[config.mk]
export PLATFORM = sky130hd
export DESIGN_NAME = ssi_position_transmitter
export DESIGN_NICKNAME = d
export VERILOG_FILES = /design/src/ssi_pkg.sv /design/src/ssi_position_transmitter.sv /design/src/position_fifo.sv
export SDC_FILE = /design/constraint.sdc
export NUM_CORES = 1
export LEC_CHECK = 0
export ABC_CLOCK_PERIOD_IN_PS = 5200
export BUFFER_PORTS_ARGS = -buffer_cell sky130_fd_sc_hd__buf_2
export CAP_MARGIN = 20
export CORE_MARGIN = 2
export CORE_UTILIZATION = 40
export CTS_CLUSTER_SIZE = 30
export DETAILED_ROUTE_END_ITERATION = 7
export GPL_TIMING_DRIVEN = 0
export HOLD_SLACK_MARGIN = 0.12
export PLACE_DENSITY = 0.55
export REMOVE_ABC_BUFFERS = 1
export SLEW_MARGIN = 20
export SYNTH_ARGS = -nofsm -noshare
export SYNTH_HDL_FRONTEND = slang
export SYNTH_SLANG_ARGS = --single-unit
[constraint.sdc]
create_clock -name clk_i -period 5.2 [get_ports clk_i]
set_clock_uncertainty 0.05 [all_clocks]
set_input_delay 0.26 -clock clk_i [delete_from_list [all_inputs] [get_ports clk_i]]
set_output_delay 0.26 -clock clk_i [all_outputs]
set_load 0.005 [all_outputs]
[src/ssi_pkg.sv]
/*
 * shared constants, types and timing counts for the serial position
 * transmitter and its input buffer.
 * assumes a 250 MHz system clock and a master-driven serial clock.
 */
package ssi_pkg;

  ////////////////////////////////////////////////////////////////////////////
  // word layout
  localparam int POS_MAX_BITS        = 39;
  localparam int SINGLETURN_BITS_DEF = 23;
  localparam int MULTITURN_BITS_DEF  = 16;
  localparam int BIT_IDX_W           = 6;

  ////////////////////////////////////////////////////////////////////////////
  // buffering
  localparam int FIFO_DEPTH = 16;

  ////////////////////////////////////////////////////////////////////////////
  // timing
  localparam int CLK_FREQ_MHZ        = 250;
  localparam int RECOVERY_TIME_NS    = 12000;
  localparam int RECOVERY_CYCLES     = RECOVERY_TIME_NS * CLK_FREQ_MHZ / 1000;
  localparam int RECOVERY_CNT_W      = 12;
  localparam int ZERO_HOLD_TIME_US   = 100;
  localparam int ZERO_HOLD_CYCLES    = ZERO_HOLD_TIME_US * CLK_FREQ_MHZ;
  localparam int ZERO_CNT_W          = 15;

  ////////////////////////////////////////////////////////////////////////////
  // reset values
  localparam logic DATA_IDLE_LEVEL = 1'b1;

  ////////////////////////////////////////////////////////////////////////////
  // types
  typedef logic [POS_MAX_BITS-1:0] position_type;

  typedef enum logic [1:0] {
    ST_IDLE  = 2'b00,
    ST_FRAME = 2'b01
  } frame_state_type;

  typedef struct packed {
    logic sclk;
    logic zero_set;
    logic direction;
  } pin_in_type;

  // synchroniser contents after reset, serial clock idle high
  localparam pin_in_type PIN_RESET_VALUE = '{sclk: 1'b1, zero_set: 1'b0, direction: 1'b0};

endpackage

[src/ssi_position_transmitter.sv]
/*
 * serial position transmitter: latches the position on the first falling
 * serial clock edge, shifts it out msb first on rising edges.
 * assumes the serial clock and strap pins are asynchronous and that
 * positions arrive from encoder logic on clk_i through a fifo.
 */
`timescale 1ns/1ps
module ssi_position_transmitter #(
  parameter int SINGLETURN_BITS  = ssi_pkg::SINGLETURN_BITS_DEF,
  parameter int MULTITURN_BITS   = ssi_pkg::MULTITURN_BITS_DEF,
  parameter int ZERO_HOLD_CYCLES = ssi_pkg::ZERO_HOLD_CYCLES
) (
  input  wire logic                  clk_i,
  input  wire logic                  rst_n_i,
  input  wire logic                  ce_i,
  input  wire ssi_pkg::pin_in_type   pins_i,
  input  wire logic                  pos_valid_i,
  input  wire ssi_pkg::position_type pos_data_i,
  output logic                       pos_ready_o,
  output logic                       data_o,
  output logic                       frame_active_o
);
  import ssi_pkg::*;

  localparam int WORD_BITS = SINGLETURN_BITS + MULTITURN_BITS;
  localparam position_type WORD_MASK = position_type'((40'h1 << WORD_BITS) - 40'h1);

  ////////////////////////////////////////////////////////////////////////////
  // pin synchronisers
  pin_in_type      meta_ff;
  pin_in_type      nxt_meta;
  pin_in_type      sync_ff;
  pin_in_type      nxt_sync;
  pin_in_type      prev_ff;
  pin_in_type      nxt_prev;
  logic            sclk_fall;
  logic            sclk_rise;
  logic            sclk_edge;
  logic            zero_release;

  // two flops per pin, then one more for edge detection
  always_comb begin
    nxt_meta = pins_i;
    nxt_sync = meta_ff;
    nxt_prev = sync_ff;
  end

  always_ff @(posedge clk_i or negedge rst_n_i) begin
    if (!rst_n_i) begin
      meta_ff <= PIN_RESET_VALUE;
      sync_ff <= PIN_RESET_VALUE;
      prev_ff <= PIN_RESET_VALUE;
    end else if (ce_i) begin
      meta_ff <= nxt_meta;
      sync_ff <= nxt_sync;
      prev_ff <= nxt_prev;
    end
  end

  // edges of the sampled serial clock, 4 MHz leaves >30 cycles per half
  assign sclk_fall    = prev_ff.sclk & ~sync_ff.sclk;
  assign sclk_rise    = ~prev_ff.sclk & sync_ff.sclk;
  assign sclk_edge    = sclk_fall | sclk_rise;
  assign zero_release = prev_ff.zero_set & ~sync_ff.zero_set;

  ////////////////////////////////////////////////////////////////////////////
  // position input buffer
  frame_state_type state_ff;
  logic            fifo_valid;
  position_type    fifo_data;
  logic            fifo_pop;

  // positions are only taken while no frame runs
  assign fifo_pop = (state_ff == ST_IDLE);

  position_fifo #(
    .WIDTH (POS_MAX_BITS),
    .DEPTH (FIFO_DEPTH)
  ) u_fifo (
    .clk_i       (clk_i),
    .rst_n_i     (rst_n_i),
    .ce_i        (ce_i),
    .in_valid_i  (pos_valid_i),
    .in_data_i   (pos_data_i),
    .in_ready_o  (pos_ready_o),
    .out_valid_o (fifo_valid),
    .out_data_o  (fifo_data),
    .out_ready_i (fifo_pop)
  );

  ////////////////////////////////////////////////////////////////////////////
  // position value: direction, zero offset, masking
  position_type           raw_ff;
  position_type           nxt_raw;
  position_type           offset_ff;
  position_type           nxt_offset;
  logic [ZERO_CNT_W-1:0]  zero_cnt_ff;
  logic [ZERO_CNT_W-1:0]  nxt_zero_cnt;
  position_type           negated;
  position_type           directed;
  position_type           out_pos;

  always_comb begin
    nxt_raw = (fifo_valid && fifo_pop) ? (fifo_data & WORD_MASK) : raw_ff;
    negated  = position_type'(~raw_ff + 1'b1);
    directed = sync_ff.direction ? negated : raw_ff;
    directed = directed & WORD_MASK;
    // lsb of the word is bit 0, msb at WORD_BITS-1, plain binary
    out_pos = position_type'(directed - offset_ff) & WORD_MASK;
    nxt_zero_cnt = zero_cnt_ff;
    nxt_offset   = offset_ff;
    if (sync_ff.zero_set) begin
      if (zero_cnt_ff < ZERO_CNT_W'(ZERO_HOLD_CYCLES)) begin
        nxt_zero_cnt = ZERO_CNT_W'(zero_cnt_ff + 1'b1);
      end
    end else begin
      nxt_zero_cnt = '0;
    end
    if (zero_release && zero_cnt_ff >= ZERO_CNT_W'(ZERO_HOLD_CYCLES)) begin
      nxt_offset = directed;
    end
  end

  always_ff @(posedge clk_i or negedge rst_n_i) begin
    if (!rst_n_i) begin
      raw_ff      <= '0;
      offset_ff   <= '0;
      zero_cnt_ff <= '0;
    end else if (ce_i) begin
      raw_ff      <= nxt_raw;
      offset_ff   <= nxt_offset;
      zero_cnt_ff <= nxt_zero_cnt;
    end
  end

  ////////////////////////////////////////////////////////////////////////////
  // frame engine
  frame_state_type           nxt_state;
  position_type              shift_ff;
  position_type              nxt_shift;
  logic                      data_ff;
  logic                      nxt_data;
  logic [RECOVERY_CNT_W-1:0] rec_cnt_ff;
  logic [RECOVERY_CNT_W-1:0] nxt_rec_cnt;
  logic                      rec_done;

  // recovery expires after RECOVERY_CYCLES quiet system clocks
  assign rec_done = (rec_cnt_ff == RECOVERY_CNT_W'(RECOVERY_CYCLES - 1));

  always_comb begin
    nxt_state   = state_ff;
    nxt_shift   = shift_ff;
    nxt_data    = data_ff;
    nxt_rec_cnt = rec_cnt_ff;
    case (state_ff)
      ST_IDLE: begin
        nxt_data    = DATA_IDLE_LEVEL;
        nxt_rec_cnt = '0;
        // clock idles high, so a falling edge opens the frame
        if (sclk_fall) begin
          nxt_shift = out_pos;
          nxt_state = ST_FRAME;
        end
      end
      ST_FRAME: begin
        if (sclk_rise) begin
          // msb first, then one lower bit per rising edge, zeros refill
          nxt_data  = shift_ff[WORD_BITS-1];
          nxt_shift = shift_ff << 1;
        end
        if (sclk_edge) begin
          // retriggered recovery; edges here never re-latch
          nxt_rec_cnt = '0;
        end else if (rec_done) begin
          nxt_state = ST_IDLE;
          nxt_data  = DATA_IDLE_LEVEL;
        end else begin
          nxt_rec_cnt = RECOVERY_CNT_W'(rec_cnt_ff + 1'b1);
        end
      end
      default: begin
        nxt_state = ST_IDLE;
        nxt_data  = DATA_IDLE_LEVEL;
      end
    endcase
  end

  always_ff @(posedge clk_i or negedge rst_n_i) begin
    if (!rst_n_i) begin
      state_ff   <= ST_IDLE;
      shift_ff   <= '0;
      data_ff    <= DATA_IDLE_LEVEL;
      rec_cnt_ff <= '0;
    end else if (ce_i) begin
      state_ff   <= nxt_state;
      shift_ff   <= nxt_shift;
      data_ff    <= nxt_data;
      rec_cnt_ff <= nxt_rec_cnt;
    end
  end

  ////////////////////////////////////////////////////////////////////////////
  // outputs
  assign data_o         = data_ff;
  assign frame_active_o = (state_ff == ST_FRAME);
endmodule

[src/position_fifo.sv]
/*
 * flip-flop fifo with valid/ready on both sides.
 * assumes one clock, clock enable freezing all state.
 */
`timescale 1ns/1ps
module position_fifo #(
  parameter int WIDTH = 39,
  parameter int DEPTH = 16
) (
  input  wire logic             clk_i,
  input  wire logic             rst_n_i,
  input  wire logic             ce_i,
  input  wire logic             in_valid_i,
  input  wire logic [WIDTH-1:0] in_data_i,
  output logic                  in_ready_o,
  output logic                  out_valid_o,
  output logic      [WIDTH-1:0] out_data_o,
  input  wire logic             out_ready_i
);
  localparam int AW = $clog2(DEPTH);

  logic [WIDTH-1:0] mem_ff [DEPTH];
  logic [AW-1:0]    wr_ptr_ff;
  logic [AW-1:0]    nxt_wr_ptr;
  logic [AW-1:0]    rd_ptr_ff;
  logic [AW-1:0]    nxt_rd_ptr;
  logic [AW:0]      count_ff;
  logic [AW:0]      nxt_count;
  logic             push;
  logic             pop;

  assign in_ready_o  = (count_ff != (AW+1)'(DEPTH));
  assign out_valid_o = (count_ff != '0);
  assign out_data_o  = mem_ff[rd_ptr_ff];
  assign push        = in_valid_i & in_ready_o;
  assign pop         = out_valid_o & out_ready_i;

  always_comb begin
    nxt_wr_ptr = push ? AW'(wr_ptr_ff + 1'b1) : wr_ptr_ff;
    nxt_rd_ptr = pop ? AW'(rd_ptr_ff + 1'b1) : rd_ptr_ff;
    nxt_count  = count_ff;
    if (push && !pop) begin
      nxt_count = (AW+1)'(count_ff + 1'b1);
    end else if (pop && !push) begin
      nxt_count = (AW+1)'(count_ff - 1'b1);
    end
  end

  always_ff @(posedge clk_i or negedge rst_n_i) begin
    if (!rst_n_i) begin
      wr_ptr_ff <= '0;
      rd_ptr_ff <= '0;
      count_ff  <= '0;
    end else if (ce_i) begin
      wr_ptr_ff <= nxt_wr_ptr;
      rd_ptr_ff <= nxt_rd_ptr;
      count_ff  <= nxt_count;
    end
  end

  ////////////////////////////////////////////////////////////////////////////
  // storage entries
  for (genvar g = 0; g < DEPTH; g++) begin : g_entry
    logic [WIDTH-1:0] nxt_entry;
    always_comb begin
      nxt_entry = (push && wr_ptr_ff == AW'(g)) ? in_data_i : mem_ff[g];
    end
    always_ff @(posedge clk_i or negedge rst_n_i) begin
      if (!rst_n_i) begin
        mem_ff[g] <= '0;
      end else if (ce_i) begin
        mem_ff[g] <= nxt_entry;
      end
    end
  end
endmodule

==> out/summary.txt, run 1 <==
status: finished clean
TritonRoute pass-1 iters: 5
Syn-to-layout area delta: 15.21%
Max Cap Viol: 0
Worst-Margin Slew: 1.012 ns
pwr dens: 576.4 mW/mm^2
min-delay src: pins_i[1]
Placed Area: 0.03996 sq mm
GPL Wtd Cong: 0.8404
crit path kind: register to register
port bufs: 48
total track usage: 19.41%
largest net degree at the start of global routing: 108
Peak VDD IR: 0.0002550 V
Synth warnings: 0
Worst Setup End Kind: register
min-delay worst type: input port to register
max_slew headroom: 32.35%
Setup-failing EPs final: 0
first-pass GRT wire length: 147,100 um
Core ar.: 0.09361 sq mm
Largest stage delay, worst path: 0.50 ns
Netlist cell types: 61
P_leak: 0.01981 uW
Vias/cell: 5.543
register area share after synthesis: 52.31%
Post-synth ARST share: 100.0%
WL final: 93,260 um
Max H-tree Level: 3
Comb power frac: 35.1%
DR DRC count: 0
Filler cells: 8,282
crit share post-route: 97.17%
initial antenna violation count: 3
slowest stage cell, crit path: a2111oi_1
dpl hpwl: 58,170 um
layout cells sized above 1: 38.79%
ys flop type: dfrtp_1
power share of the clock group: 24.9%
total CTS buffers: 87
I/O Pins: 49
Wirelength per Cell: 22.53 um
Fin. Hold Viols: 0
syn_area_per_cell: 13.53 sq um
Worst R2R Start: raw_ff[4]
vias in the first global route: 24,750
crit path DAT: 5.56 ns
setup TNS: 0 ns
required time worst endpoint: 5.71 ns
Mapped Area: 0.03785 sq mm
Die ar.: 0.09709 sq mm
switching power total: 7954 uW
EDFF count, synth: 0
Die Y: 311.6 um
maximum fanout along the worst path: 7
Total Nets Final: 2,918
Final ANT Viol Nets: 0
clock period minus worst slack: 5.053 ns
clock tree buffer depth: 3
fmax: 197.9 MHz
clk sinks: 791
Yosys reg bits: 791
later-pin clock latency in the skew report: 0.63 ns
CTS tree: done
cells along the critical path: or3_1 > or3_1 > or4_4 > or3_4 > o21ai_4 > buf_12 > nand2_1 > xor2_1 > ha_1 > inv_1 > o21bai_1 > a21oi_1 > o21bai_1 > a2111oi_1 > o31ai_1 > a2111o_1 > nand3_1
Die W: 311.6 um
Switching Fraction: 31.65%
vias: 22,950
Cells after Synth: 2,797
Worst Setup Start Kind: register
CTS root buffer: clkbuf_16
Crit. Startpoint: raw_ff[4]
CP top delay family: simple AND/OR/NAND/NOR gates
final slew viol count: 0
DR iter-0 viols: 1,401
Finished Cell Area: 0.04360 sq mm
P_int: 17,180 uW
row cnt: 112
worst path bufs/invs: 2
Clock Pin Slew Worst Setup and Hold Paths: 0.06 ns
Starting Density: 40.43%
remaining global-route overflow: 0
sequential share of power: 40.0%
cell usage after synthesis, types with 3 or more instances:
cell type  number  area share, %
a211oi_1        7           0.14
a21boi_0        4          0.079
a21o_1         21           0.42
a21oi_1        75           0.99
a31oi_1         9           0.15
and2_1          7           0.12
and3_1         10           0.17
buf_1          36           0.36
clkbuf_1      172            1.7
dfrtp_1       787             52
dfstp_2         4           0.28
ha_1           53            1.8
inv_1          69           0.68
mux2_2        662             20
mux2i_1        49            1.3
mux4_2        165            9.8
nand2_1       181            1.8
nand2b_1        6          0.099
nand3_1        23           0.30
nand4_1        18           0.30
nor2_1         70           0.69
nor2b_1         8           0.13
nor3_1          6          0.079
nor4_1          5          0.083
o211ai_1        5          0.099
o21a_1         11           0.22
o21ai_0       119            1.6
o21bai_1       10           0.20
o221ai_1       34           0.79
o22ai_1         5          0.083
o31ai_1        10           0.20
o41ai_1         7           0.16
or3_1           8           0.13
or4_1           3          0.060
xnor2_1        61            1.4
xor2_1         44            1.0
cell families (layout without fill, tap and decap cells):
family | after synthesis | after routing | synth area share (%)
DFF | 791 | 791 | 52.31
AOI/OAI and AO/OA | 340 | 340 | 5.680
buffers and inverters | 277 | 365 | 2.747
other | 0 | 1 | 0
and+or+nand+nor | 353 | 353 | 4.162
xor gates and xnor gates | 105 | 105 | 2.430
muxes | 876 | 876 | 30.81
adders and majority gates | 55 | 55 | 1.858
power by group through the flow:
stage	sequential, uW	combinational, uW	clock [uW]
finish	10100	8810	6270
global route	10300	9580	6700
CTS	10000	8850	6440
detailed placement	10100	8760	0
global placement	10400	8000	0
floorplan	9890	6360	0
layout by cell type, fill, tap and decap left out, types with 16 or more instances in the layout:
| cell | synthesis | layout |
|---|---|---|
| a21oi_1 | 75 | 74 |
| dlygate4sd3_1 | 0 | 47 |
| a21o_1 | 21 | 21 |
| xnor2_1 | 61 | 60 |
| nand4_1 | 18 | 18 |
| buf_2 | 0 | 47 |
| nor2_1 | 70 | 69 |
| o221ai_1 | 34 | 34 |
| mux2i_1 | 49 | 49 |
| clkinv_2 | 0 | 17 |
| nand3_1 | 23 | 23 |
| o21ai_0 | 119 | 118 |
| clkbuf_8 | 0 | 16 |
| nand2_1 | 181 | 167 |
| inv_1 | 69 | 68 |
| ha_1 | 53 | 49 |
| clkbuf_16 | 0 | 90 |
| mux2_2 | 662 | 662 |
| buf_16 | 0 | 25 |
| mux4_2 | 165 | 165 |
| clkbuf_1 | 172 | 21 |
| xor2_1 | 44 | 42 |
| dfrtp_1 | 787 | 781 |
tightest hold or removal path, stage by stage:
cell           delay, ns
dlygate4sd3_1       0.52
buf_2               0.10
mux2_2              0.13
layout make-up:
class                      count  area, sq um  area share, %
antenna                        1        2.502       0.005739
clock buffer                 127         2551          5.851
clock inverter                30        374.1         0.8580
inverter                      69        261.5         0.5997
multi-input combinational   1729        17300          39.69
sequential                   791        19810          45.44
tap                         1254         1569          3.598
timing repair buffer         139         1727          3.960
what timing repair did:
| item | CTS | global route |
|---|---|---|
| setup buffers | 3 | 3 |
| setup endpoints to repair | 10 | 10 |
| hold endpoints to repair | 965 | 0 |
| hold buffers | 47 | 0 |
| resized for setup | 5 | 28 |
| pin swaps | 1 | 5 |
worst paths after layout:
| check | endpoint | slack [ns] | cells past startpoint |
|---|---|---|---|
| max in group asynchronous | u_fifo.mem_ff[110] | 2.29 | 7 |
| hold / removal | meta_ff[1] | 0.36 | 3 |
| min in group asynchronous | zero_cnt_ff[9] | 0.63 | 3 |
| setup / recovery | shift_ff[35] | 0.15 | 17 |
| setup reg to reg | shift_ff[35] | 0.15 | 17 |
| hold reg to reg | shift_ff[8] | 0.43 | 2 |
state kept, by name, indices dropped and copies added, names as in the netlist:
name              cells
raw_ff               39
u_fifo.count_ff       5
meta_ff               3
shift_ff             39
u_fifo.wr_ptr_ff      4
u_fifo.rd_ptr_ff      4
offset_ff            39
state_ff              1
rec_cnt_ff           12
u_fifo.mem_ff       624
zero_cnt_ff          15
prev_ff               2
nxt_prev              3
data_o                1
stage by stage:
| stage | total power [uW] | setup slack, ns | utilization [%] | hold slack, ns | std cells |
|---|---|---|---|---|---|
| 6_report | 25130 | 0.1473 | 46.58 | 0.3608 | 4140 |
| 5_1_grt | 26620 | -0.04841 | 46.58 | 0.3530 | 4140 |
| 4_1_cts | 25310 | 0.04475 | 46.38 | 0.3152 | 4136 |
| 3_5_place_dp | 18880 | -0.6936 | 42.69 | 0.2045 | 3929 |
| 3_3_place_gp | 18430 | -12.15 | 41.53 | 0.4096 | 3891 |
| 2_1_floorplan | 16250 | -2.887 | - | -0.08559 | 2589 |
layer usage:
layer,GRT usage [%],routed length (um),vias to the layer above
met1,25.90,41430,12180
met2,33.12,46690,385
li1,-,-,10240
met5,0,33,-
met4,5.474,1980,4
met3,2.675,3116,138
(Power assumes the default switching activity.)
==> run 2: changes to the inputs <==
--- a/config.mk
+++ b/config.mk
@@ -16,6 +16,7 @@
 export HOLD_SLACK_MARGIN = 0.12
 export PLACE_DENSITY = 0.55
 export REMOVE_ABC_BUFFERS = 1
+export SETUP_SLACK_MARGIN = 0.15
 export SLEW_MARGIN = 20
 export SYNTH_ARGS = -nofsm -noshare
 export SYNTH_HDL_FRONTEND = slang
==> run 2 against run 1 <==
Effect of this change: via count is essentially flat; maximum frequency grew 2.5%; non-clock buffer count grew 2; cell area grew 0.21%; register-to-register slack gained 0.12 ns; sequential power is essentially flat; worst setup slack gained 0.12 ns; critical path type unchanged.
==> out/summary.txt, run 2 (synthesis results as in run 1) <==
final slew viol count: 0 (unchanged)
DR iter-0 viols: 1,468 (+4.8%)
Die W: 311.6 um (unchanged)
Wirelength per Cell: 22.52 um (about the same)
hold path depth: 3 (unchanged)
total CTS buffers: 87 (unchanged)
commonest cells after routing, fill and taps aside: dfrtp_1 (779), mux2_2 (662), nand2_1 (167)
required time worst endpoint: 5.71 ns (about the same)
Fin. Hold Viols: 0 (unchanged)
CTS tree: done
first-pass GRT wire length: 147,200 um (about the same)
remaining global-route overflow: 0 (unchanged)
WL final: 93,290 um (about the same)
max_slew headroom: 32.35% (about the same)
reg2reg setup slack: 0.27 ns (+0.12 ns)
min-delay worst type: input port to register
GPL Wtd Cong: 0.8404 (unchanged)
Total Nets Final: 2,920 (+0.069%)
port bufs: 48 (unchanged)
CTS root buffer: clkbuf_16
Filler cells: 8,284 (+0.024%)
Max Cap Viol: 0 (unchanged)
DR DRC count: 0 (unchanged)
Setup-failing EPs final: 0 (unchanged)
total track usage: 19.42% (about the same)
TritonRoute pass-1 iters: 5 (unchanged)
slowest stage cell, crit path: a2111oi_1
worst reg2reg path depth: 17 (unchanged)
cells along the critical path: or3_1 > or3_4 > or4_4 > or3_4 > o21ai_4 > buf_12 > nand2_1 > xor2_2 > ha_1 > inv_1 > o21bai_1 > a21oi_1 > o21bai_1 > a2111oi_1 > o31ai_1 > a2111o_1 > nand3_1
CP top delay family: simple AND/OR/NAND/NOR gates
Peak VDD IR: 0.0002541 V (-0.35%)
Finished Cell Area: 0.04370 sq mm (+0.21%)
Final ANT Viol Nets: 0 (unchanged)
Die ar.: 0.09709 sq mm (unchanged)
max reg flops: 624 (unchanged)
crit path DAT: 5.44 ns (-0.12 ns)
layout cells sized above 1: 39.24% (+0.46 points)
Die Y: 311.6 um (unchanged)
Worst Setup End Kind: register
Hold Slack: 0.3611 ns (+0.0003040 ns)
Worst-Margin Slew: 1.012 ns (-0.00006816 ns)
min-delay src: pins_i[1]
Max H-tree Level: 3 (unchanged)
later-pin clock latency in the skew report: 0.64 ns (about the same)
Clock Pin Slew Worst Setup and Hold Paths: 0.06 ns (about the same)
fin util: 46.68% (+0.099 points)
Worst Setup Start Kind: register
maximum fanout along the worst path: 7 (unchanged)
pwr dens: 576.3 mW/mm^2 (about the same)
most common cell after layout, fill and taps aside: dfrtp_1
vias in the first global route: 24,780 (+0.14%)
crit share post-route: 94.83% (-2.3 points)
register name with the most flops: u_fifo.mem_ff
clock tree buffer depth: 3 (unchanged)
row cnt: 112 (unchanged)
non-filler cells, final: 4,142 (+0.048%)
Vias/cell: 5.544 (about the same)
placed cell count: 3,929 (unchanged)
area taken by multi-input logic gates: 0.01738 sq mm (+0.43%)
clock period minus worst slack: 4.931 ns (-0.1216 ns)
largest net degree at the start of global routing: 108 (unchanged)
worst path bufs/invs: 2 (unchanged)
vias: 22,960 (+0.074%)
crit path kind: register to register
clk sinks: 791 (unchanged)
I/O Pins: 49 (unchanged)
dpl hpwl: 58,170 um (unchanged)
Largest stage delay, worst path: 0.49 ns (about the same)
Worst R2R Start: raw_ff[4]
fmax: 202.8 MHz (+2.5%)
register area: 0.01982 sq mm (about the same)
WHS Endpoint: meta_ff[1]
initial antenna violation count: 3 (unchanged)
FF-to-FF End: shift_ff[35]
Placed Area: 0.03996 sq mm (unchanged)
RSZ-0062 raised after global routing: true
P_leak: 0.01983 uW (about the same)
status: finished clean
Core ar.: 0.09361 sq mm (unchanged)
Syn-to-layout area delta: 15.45%
Starting Density: 40.43% (unchanged)
run 2: changes by cell type in the layout (fill, tap and decap cells not counted), moves of 2 or more:
cell	before	now
dfrtp_1	781	779
o21ai_1	1	6
a21oi_2	1	3
xnor2_1	60	58
a21oi_1	74	72
ha_4	2	5
buf_4	5	7
xnor2_2	1	3
ha_1	49	46
dfrtp_2	3	5
o21ai_0	118	113
run 2: worst max path at each step:
stage	from	end	cells after the start
after detailed placement	raw_ff[4]	shift_ff[32]	17
after CTS	raw_ff[4]	shift_ff[32]	16
after global placement	rst_n_i	u_fifo.mem_ff[155]	1
after floorplan	u_fifo.rd_ptr_ff[0]	raw_ff[0]	3
after global routing	raw_ff[4]	shift_ff[36]	18
final	raw_ff[4]	shift_ff[35]	17
run 2: where the power goes:
group / switching [uW] / internal [uW]
combinational: 3970 / 4880
sequential: 1530 / 8530
clock: 2470 / 3790
total: 7970 / 17200
run 2: through the flow:
stage	setup slack, ns	power [uW]	setup TNS (ns)
after detailed placement	-0.6936	18880	-3.340
after global placement	-12.15	18430	-9754.62
after global routing	0.1055	26670	0
final	0.2690	25180	0
after floorplan	-2.887	16250	-116.49
after CTS	0.1195	25330	0
run 2: final cells by class:
type | instances | share of cell area [%]
Multi-Input combinational cell | 1729 | 39.77
Clock inverter | 30 | 0.8562
Antenna cell | 1 | 0.005727
Sequential cell | 791 | 45.35
Tap cell | 1254 | 3.591
Timing Repair Buffer | 141 | 3.986
Clock buffer | 127 | 5.839
Inverter | 69 | 0.5985
run 2: timing repair:
action / 4_1_cts / 5_1_grt
resized for setup: 13 / 40
setup buffers: 4 / 4
hold buffers: 47 / 0
setup endpoints to repair: 14 / 14
hold endpoints to repair: 965 / 0
pin swaps: 2 / 8
run 2: routing by layer:
metal	global-route usage (%)	share of wire, %
met3	2.675	3.3
met1	25.92	45
met5	0	0.035
met2	33.13	50
met4	5.496	2.1
run 2: worst reg2reg max path, delay by kind of cell (launching register included):
family | cells | cell delay (ns)
simple gates | 6 | 1.75
compound gates | 7 | 1.73
flops | 1 | 0.45
fa+ha+maj | 1 | 0.39
buf+inv | 2 | 0.31
xor+xnor | 1 | 0.17
